File: src/dhrs_defines.vh
`ifndef DHRS_DEFINES_VH
`define DHRS_DEFINES_VH

// ---------------------------------------------------------------
// Clock
// ---------------------------------------------------------------
`define DHRS_CLK_HZ          25000000
`define DHRS_CLK_NS          40

// ---------------------------------------------------------------
// Spike filter bounds (ns)
// ---------------------------------------------------------------
`define DHRS_REJECT_NS       5000
`define DHRS_ACCEPT_NS       9000
`define DHRS_GLITCH_NS       5000

// ---------------------------------------------------------------
// Release periods (ms)
// ---------------------------------------------------------------
`define DHRS_REL_SLEEP_MS    5
`define DHRS_REL_AWAKE_MS    120
`define DHRS_BLANK_MS        120
`define DHRS_CMD_WAIT_MS     5
`define DHRS_WAKE_WAIT_MS    120

// ---------------------------------------------------------------
// Nonvolatile load
// ---------------------------------------------------------------
`define DHRS_NVM_WORDS       8
`define DHRS_NVM_AW          3
`define DHRS_NVM_DW          8

`endif

File: src/dhrs_reset_seq.v
`timescale 1ns/100ps
`include "dhrs_defines.vh"

module dhrs_reset_seq #(
  parameter NVM_WORDS      = `DHRS_NVM_WORDS,
  parameter NVM_AW         = `DHRS_NVM_AW,
  parameter NVM_DW         = `DHRS_NVM_DW,
  parameter ACCEPT_CYC     = (`DHRS_ACCEPT_NS + `DHRS_CLK_NS - 1)
                             / `DHRS_CLK_NS,
  parameter GLITCH_CYC     = `DHRS_GLITCH_NS / `DHRS_CLK_NS,
  parameter SLEEP_REL_CYC  = `DHRS_REL_SLEEP_MS * (`DHRS_CLK_HZ / 1000),
  parameter AWAKE_REL_CYC  = `DHRS_REL_AWAKE_MS * (`DHRS_CLK_HZ / 1000),
  parameter BLANK_CYC      = `DHRS_BLANK_MS * (`DHRS_CLK_HZ / 1000)
) (
  // Clock and reset
  input  wire              core_clk,
  input  wire              resetn,
  // Reset pin from host
  input  wire              hw_reset_line_n,
  // Mode seen by the core
  input  wire              sleep_in,
  // Nonvolatile memory read port
  output reg  [NVM_AW-1:0] nvm_addr,
  output reg               nvm_rd,
  input  wire [NVM_DW-1:0] nvm_rdata,
  // Loaded settings
  output reg  [NVM_DW-1:0] id_byte0,
  output reg  [NVM_DW-1:0] id_byte1,
  output reg  [NVM_DW-1:0] id_byte2,
  output reg  [NVM_DW-1:0] common_voltage_setting,
  // Status
  output reg               core_reset,
  output reg               display_blank,
  output reg               nvm_loaded,
  output reg               release_done
);

  // ---------------------------------------------------------------
  // States
  // ---------------------------------------------------------------
  localparam ST_RUN   = 3'h0;
  localparam ST_HELD  = 3'h1;
  localparam ST_BLANK = 3'h2;
  localparam ST_LOAD  = 3'h3;
  localparam ST_WAIT  = 3'h4;

  // ---------------------------------------------------------------
  // Pin synchroniser
  // ---------------------------------------------------------------
  reg pin_meta_r;
  reg pin_sync_r;

  always @(posedge core_clk or negedge resetn) begin
    if (!resetn) begin
      pin_meta_r <= 1'b1;
      pin_sync_r <= 1'b1;
    end else begin
      pin_meta_r <= hw_reset_line_n;
      pin_sync_r <= pin_meta_r;
    end
  end

  // ---------------------------------------------------------------
  // Sequencer
  // ---------------------------------------------------------------
  // cnt_r counts low width and blanking, glitch_r glitch width, rel_cnt_r release time
  reg [22:0]       cnt_r;
  reg [22:0]       rel_cnt_r;
  reg [15:0]       glitch_r;
  reg [2:0]        state_r;
  reg              was_awake_r;
  reg [NVM_AW:0]   ld_idx_r;
  reg              ld_pend_r;

  // ---------------------------------------------------------------
  // Release limit
  // ---------------------------------------------------------------
  // Two cycles are spent in the pin synchroniser before counting
  function [22:0] rel_limit;
    input awake;
    begin
      if (awake) begin
        rel_limit = AWAKE_REL_CYC[22:0] - 23'h2;
      end else begin
        rel_limit = SLEEP_REL_CYC[22:0] - 23'h2;
      end
    end
  endfunction

  always @(posedge core_clk or negedge resetn) begin
    if (!resetn) begin
      state_r       <= ST_RUN;
      cnt_r         <= 23'h0;
      rel_cnt_r     <= 23'h0;
      glitch_r      <= 16'h0;
      was_awake_r   <= 1'b0;
      ld_idx_r      <= {(NVM_AW+1){1'b0}};
      ld_pend_r     <= 1'b0;
      nvm_addr      <= {NVM_AW{1'b0}};
      nvm_rd        <= 1'b0;
      id_byte0      <= {NVM_DW{1'b0}};
      id_byte1      <= {NVM_DW{1'b0}};
      id_byte2      <= {NVM_DW{1'b0}};
      common_voltage_setting <= {NVM_DW{1'b0}};
      core_reset    <= 1'b0;
      display_blank <= 1'b0;
      nvm_loaded    <= 1'b0;
      release_done  <= 1'b1;
    end else begin
      nvm_rd <= 1'b0;
      case (state_r)
        ST_RUN: begin
          // Low pulses shorter than the accept width never reach the core
          if (!pin_sync_r) begin
            if (cnt_r >= ACCEPT_CYC[22:0] - 23'h1) begin
              state_r       <= ST_HELD;
              cnt_r         <= 23'h0;
              glitch_r      <= 16'h0;
              was_awake_r   <= ~sleep_in;
              core_reset    <= 1'b1;
              display_blank <= 1'b1;
              release_done  <= 1'b0;
              nvm_loaded    <= 1'b0;
            end else begin
              cnt_r <= cnt_r + 23'h1;
            end
          end else begin
            cnt_r <= 23'h0;
          end
        end
        ST_HELD: begin
          // High must last a full glitch width to count as a release
          if (pin_sync_r) begin
            if (glitch_r >= GLITCH_CYC[15:0] - 16'h1) begin
              state_r   <= was_awake_r ? ST_BLANK : ST_LOAD;
              glitch_r  <= 16'h0;
              rel_cnt_r <= 23'h0;
              cnt_r     <= 23'h0;
              ld_idx_r  <= {(NVM_AW+1){1'b0}};
              ld_pend_r <= 1'b0;
            end else begin
              glitch_r <= glitch_r + 16'h1;
            end
          end else begin
            glitch_r <= 16'h0;
          end
        end
        ST_BLANK: begin
          // Awake start: blanking sequence runs before reload
          rel_cnt_r <= rel_cnt_r + 23'h1;
          if (cnt_r >= BLANK_CYC[22:0] - 23'h1
                       - NVM_WORDS[22:0]) begin
            state_r <= ST_LOAD;
          end else begin
            cnt_r <= cnt_r + 23'h1;
          end
        end
        ST_LOAD: begin
          // Reload identity and stored settings, one word per two cycles
          rel_cnt_r <= rel_cnt_r + 23'h1;
          if (ld_pend_r) begin
            ld_pend_r <= 1'b0;
            case (nvm_addr)
              3'h0:    id_byte0 <= nvm_rdata;
              3'h1:    id_byte1 <= nvm_rdata;
              3'h2:    id_byte2 <= nvm_rdata;
              3'h3:    common_voltage_setting <= nvm_rdata;
              default: ;
            endcase
            ld_idx_r <= ld_idx_r + {{NVM_AW{1'b0}}, 1'b1};
          end else if (ld_idx_r == NVM_WORDS[NVM_AW:0]) begin
            nvm_loaded <= 1'b1;
            core_reset <= 1'b0;
            state_r    <= ST_WAIT;
          end else begin
            nvm_addr  <= ld_idx_r[NVM_AW-1:0];
            nvm_rd    <= 1'b1;
            ld_pend_r <= 1'b1;
          end
        end
        ST_WAIT: begin
          // Hold blank until the release period ends
          rel_cnt_r <= rel_cnt_r + 23'h1;
          if (rel_cnt_r >= rel_limit(was_awake_r)) begin
            display_blank <= 1'b0;
            release_done  <= 1'b1;
            state_r       <= ST_RUN;
            cnt_r         <= 23'h0;
          end
        end
        default: begin
          state_r <= ST_RUN;
        end
      endcase
      // ---------------------------------------------------------------
      // New pulse during release
      // ---------------------------------------------------------------
      // Spikes are filtered here too, so a short one cannot strand
      // the sequence with the core still held
      if (state_r != ST_RUN && state_r != ST_HELD) begin
        if (pin_sync_r) begin
          glitch_r <= 16'h0;
        end else if (glitch_r >= ACCEPT_CYC[15:0] - 16'h1) begin
          state_r       <= ST_HELD;
          cnt_r         <= 23'h0;
          glitch_r      <= 16'h0;
          was_awake_r   <= ~sleep_in;
          core_reset    <= 1'b1;
          display_blank <= 1'b1;
          release_done  <= 1'b0;
          nvm_loaded    <= 1'b0;
        end else begin
          glitch_r <= glitch_r + 16'h1;
        end
      end
    end
  end

endmodule

File: config.mk
export PLATFORM = sky130hd
export DESIGN_NAME = dhrs_reset_seq
export DESIGN_NICKNAME = d
export VERILOG_FILES = /design/src/dhrs_reset_seq.v
export VERILOG_INCLUDE_DIRS = /design/src
export SDC_FILE = /design/constraint.sdc
export NUM_CORES = 1
export LEC_CHECK = 0
export ABC_AREA = 1
export BUFFER_PORTS_ARGS = -buffer_cell sky130_fd_sc_hd__buf_2
export CAP_MARGIN = 40
export CORE_ASPECT_RATIO = 0.75
export CORE_MARGIN = 8
export CORE_UTILIZATION = 53
export CTS_CLUSTER_SIZE = 25
export DETAILED_ROUTE_END_ITERATION = 10
export PLACE_DENSITY = 0.74
export SYNTH_ARGS = -nofsm -noshare
export SYNTH_HDL_FRONTEND = slang
export SYNTH_SLANG_ARGS = --single-unit
File: constraint.sdc
create_clock -name core_clk -period 2 [get_ports core_clk]
set_clock_uncertainty 0.1 [all_clocks]
set_input_delay 0.2 -clock core_clk [delete_from_list [all_inputs] [get_ports core_clk]]
set_output_delay 0.2 -clock core_clk [all_outputs]
set_load 0.02 [all_outputs]
==> summary.md <==
| Metric | Value |
|---|---|
| Result of the run | finished, violations left |
| Failing checks | setup timing |
| Share of layout cells above drive strength 1 | 22.3% |
| Cell count after synthesis | 961 |
| YS warnings | 0 |
| Syn Area/Cell | 7.28 µm² |
| Required arrival time at the worst endpoint | 2.21 ns |
| Average routed wire per standard cell | 15.1 µm |
| Final Hold Viols | 0 |
| TritonCTS clock tree | yes |
| # nets final | 1120 |
| Via count of the first global-routing pass | 6606 |
| Setup repair after global routing missed its margin | true |
| HPWL after DPL | 13800 µm |
| Hold/Removal Path Class | primary input to flip-flop |
| Largest buffer count on any clock path | 2 |
| Count of buffers inserted at the top-level ports | 51 |
| Clock transition at the registers of the reported paths | 0.06 ns |
| Final setup violating endpoints | 25 |
| I/O pin total | 52 |
| Root Buffer Master | sky130_fd_sc_hd__clkbuf_16 |
| Pwr per Cell Area | 650 nW/µm² |
| Setup crit start kind | flip-flop |
| Main combinational cell family by area after synthesis | simple AND/OR/NAND/NOR gates |
| Placed Area | 7840 µm² |
| WL final | 19200 µm |
| Worst reg2reg setup slack | -0.17 ns |
| WHS | 0.0340 ns |
| Horiz. Die Dim | 149 µm |
| Via Count | 6847 |
| Largest voltage drop on the vdd net | 0.000598 V |
| Initial DRC Count | 649 |
| Sinks on Clock Net | 113 |
| FMAX | 0.460 GHz |
| Count of antenna-violating nets left after detailed routing | 0 |
| Maximum number of pins on one net before global-route repair | 71 |
| Worst Tran Pin Value | 0.536 ns |
| Signed area change from the synthesized netlist to the final layout | 25.0% |
| Final Slew Violations | 0 |
| Slew HR | 64.3% |
| Complex-gate fraction of the synthesized area | 9.81% |
| Critical path data arrival time | 2.38 ns |
| Detailed Routing Iterations Pass 1 | 5 |
| Register bit total from synthesis | 113 |
| Number of unique standard cell types used by synthesis | 46 |
| Max cap viols | 0 |
| Setup tns final | -2.80 ns |
| Via-to-Cell Ratio | 5.38 |
| Dpl ws | -0.243 ns |
| Top flip-flop cell by instance count after synthesis | sky130_fd_sc_hd__dfrtp_1 |
| Fin crit share | 109% |
| Adder-cell area share of the yosys netlist | 3.58% |
| DRC violations left | 0 |
| Overall power after layout | 5.68 mW |
| Reported leakage power | 4.32 nW |
| Antenna violations before repair | 0 |
| Async set or reset register ratio after synthesis | 100% |
| Global-route wire length before repair | 32100 µm |
| GRT Resource Usage Total | 23.3% |
| Mux cell area share after synthesis | 0% |
| Clock latency on the worst-skew pair | 0.42 ns |
| Part of the Yosys area used for sequential elements | 40.5% |
| Number of H-tree levels | 4 |
| Final min period | 2.17 ns |
| Final Instance Area | 8740 µm² |
| GR Overflow Total | 0 |
| Die footprint | 17200 µm² |
| Minimum setup slack in the final design | -0.173 ns |
| Total number of placement rows | 36 |
| Num CTS Buffers | 17 |
| Post-synthesis net count | 993 |
| Worst Setup End Kind | flip-flop |
| Area of the core | 12900 µm² |
| Vert. Die Dim | 115 µm |
| Critical path start-end classification | flip-flop to flip-flop |
| Initial core utilization | 54.1% |
| Critical-path maximum fanout | 7 |
| Post-synthesis instance area | 6990 µm² |
| Number of enable-type register cells in the synthesized netlist | 0 |
| Final GP Congestion | 0.933 |
| Post-synthesis share of cell area spent on and, or, nand and nor gates | 33.9% |
| Inserted Diodes | 0 |
| Xor/xnor share of the synthesized area | 2.51% |
where the power goes:
group / leakage, nW / internal (mW) / switching [mW] / total [mW]
sequential: 1.39 / 2.32 / 0.0357 / 2.35
combinational: 2.64 / 0.104 / 0.168 / 0.273
clock: 0.293 / 1.88 / 1.17 / 3.05
total: 4.32 / 4.31 / 1.37 / 5.68
synthesized netlist by cell type (3+ instances only):
cell type | count | area, µm²
sky130_fd_sc_hd__a21oi_1 | 44 | 220
sky130_fd_sc_hd__buf_2 | 13 | 65.1
sky130_fd_sc_hd__buf_4 | 7 | 52.6
sky130_fd_sc_hd__dfrtp_1 | 110 | 2750
sky130_fd_sc_hd__dfstp_2 | 3 | 78.8
sky130_fd_sc_hd__ha_1 | 20 | 250
sky130_fd_sc_hd__inv_1 | 131 | 492
sky130_fd_sc_hd__inv_2 | 9 | 33.8
sky130_fd_sc_hd__nand2_1 | 246 | 923
sky130_fd_sc_hd__nand2_2 | 12 | 75.1
sky130_fd_sc_hd__nand2_4 | 3 | 33.8
sky130_fd_sc_hd__nand3_1 | 70 | 350
sky130_fd_sc_hd__nand3_2 | 3 | 30.0
sky130_fd_sc_hd__nand4_1 | 24 | 150
sky130_fd_sc_hd__nor2_1 | 110 | 413
sky130_fd_sc_hd__nor2_2 | 7 | 43.8
sky130_fd_sc_hd__nor2_4 | 8 | 90.1
sky130_fd_sc_hd__nor3_1 | 22 | 110
sky130_fd_sc_hd__o21ai_0 | 51 | 255
sky130_fd_sc_hd__o21ai_1 | 9 | 45.0
sky130_fd_sc_hd__o21bai_1 | 3 | 22.5
sky130_fd_sc_hd__o22ai_1 | 6 | 37.5
sky130_fd_sc_hd__xor2_1 | 20 | 175
stage by stage:
| step | cells | utilization, % |
|---|---|---|
| 2_1_floorplan | 961 | - |
| 3_3_place_gp | 1225 | 60.6 |
| 3_5_place_dp | 1225 | 60.6 |
| 4_1_cts | 1266 | 66.3 |
| 5_1_grt | 1272 | 67.6 |
| 6_report | 1272 | 67.6 |
cell type report:
type	instances	area [µm²]
Multi-Input combinational cell	683	3650
Clock inverter	14	155
Fill cell	1062	4190
Inverter	141	537
Timing Repair Buffer	131	906
Sequential cell	113	2830
Timing Repair inverter	1	5.00
Clock buffer	18	439
Tap cell	171	214
critical path, stage by stage, from the launching register on:
cell and delay [ns]:
sky130_fd_sc_hd__dfrtp_2 0.44, sky130_fd_sc_hd__buf_4 0.18, sky130_fd_sc_hd__ha_4 0.26, sky130_fd_sc_hd__inv_1 0.03
sky130_fd_sc_hd__nor2_1 0.07, sky130_fd_sc_hd__nand2_1 0.07, sky130_fd_sc_hd__nor2_2 0.11, sky130_fd_sc_hd__nand3_1 0.09
sky130_fd_sc_hd__nand2_2 0.09, sky130_fd_sc_hd__inv_2 0.05, sky130_fd_sc_hd__nand4_4 0.19, sky130_fd_sc_hd__nand2_4 0.13
sky130_fd_sc_hd__nand2_1 0.09, sky130_fd_sc_hd__nand3_1 0.06, sky130_fd_sc_hd__nand2_1 0.06, sky130_fd_sc_hd__inv_1 0.04
layout by cell type (no fill, tap or decap), drive strengths merged:
cell	netlist	final
nor2	125	125
and2	1	1
nand2	261	261
clkinvlp	0	1
o22ai	7	7
dlygate4sd3	0	9
a21oi	45	45
nor4	1	1
a31oi	1	1
xor2	20	20
o31ai	1	1
ha	20	20
dfrtp	110	110
nor3	25	25
clkinv	1	10
a21boi	2	2
inv	140	143
nand3b	1	1
a22oi	1	1
o21ai	61	61
bufinv	0	2
nand4	26	26
buf	22	122
or2	4	4
o21bai	3	3
clkbuf	2	18
o21a	2	2
nand3	75	75
a2bb2oi	1	1
dfstp	3	3
kinds of logic after synthesis:
kind of cell,after synthesis
buf+inv,165
fa+ha+maj,20
compound gates,124
simple gates,519
flops,113
xor+xnor,20
what timing repair did:
item | CTS | global route
setup endpoints to repair | 26 | 47
hold endpoints to repair | 126 | 0
gates resized for setup | 12 | 26
pin swaps | 1 | 3
cloned | 0 | 1
setup buffers | 0 | 5
hold buffers | 9 | 0
worst paths after layout:
kind,from,endpoint,depth (start not counted)
worst min register to register,pin_meta_r,pin_sync_r,0
worst max-delay path,was_awake_r,cnt_r[0],15
worst min-delay path,nvm_rdata[7],id_byte2[7],3
min in group asynchronous,resetn,rel_cnt_r[16],3
max in group asynchronous,resetn,ld_idx_r[0],3
worst max register to register,was_awake_r,cnt_r[0],15
registers in the layout, summed over array words and instances, names as in the netlist, 3 cells and up:
signal                  flops
cnt_r                      23
rel_cnt_r                  23
glitch_r                   16
common_voltage_setting      8
id_byte0                    8
id_byte1                    8
id_byte2                    8
ld_idx_r                    4
nvm_addr                    3
state_r                     3
layer usage:
layer  track usage, %  up-vias  share of wire (%)
met1             33.1     3233                 48
met2             33.4      270                 42
li1                 -     3322                  -
met3             6.83       22                8.4
met5                0        -                  0
met4             7.59        0                1.3
(Power assumes the default switching activity.)
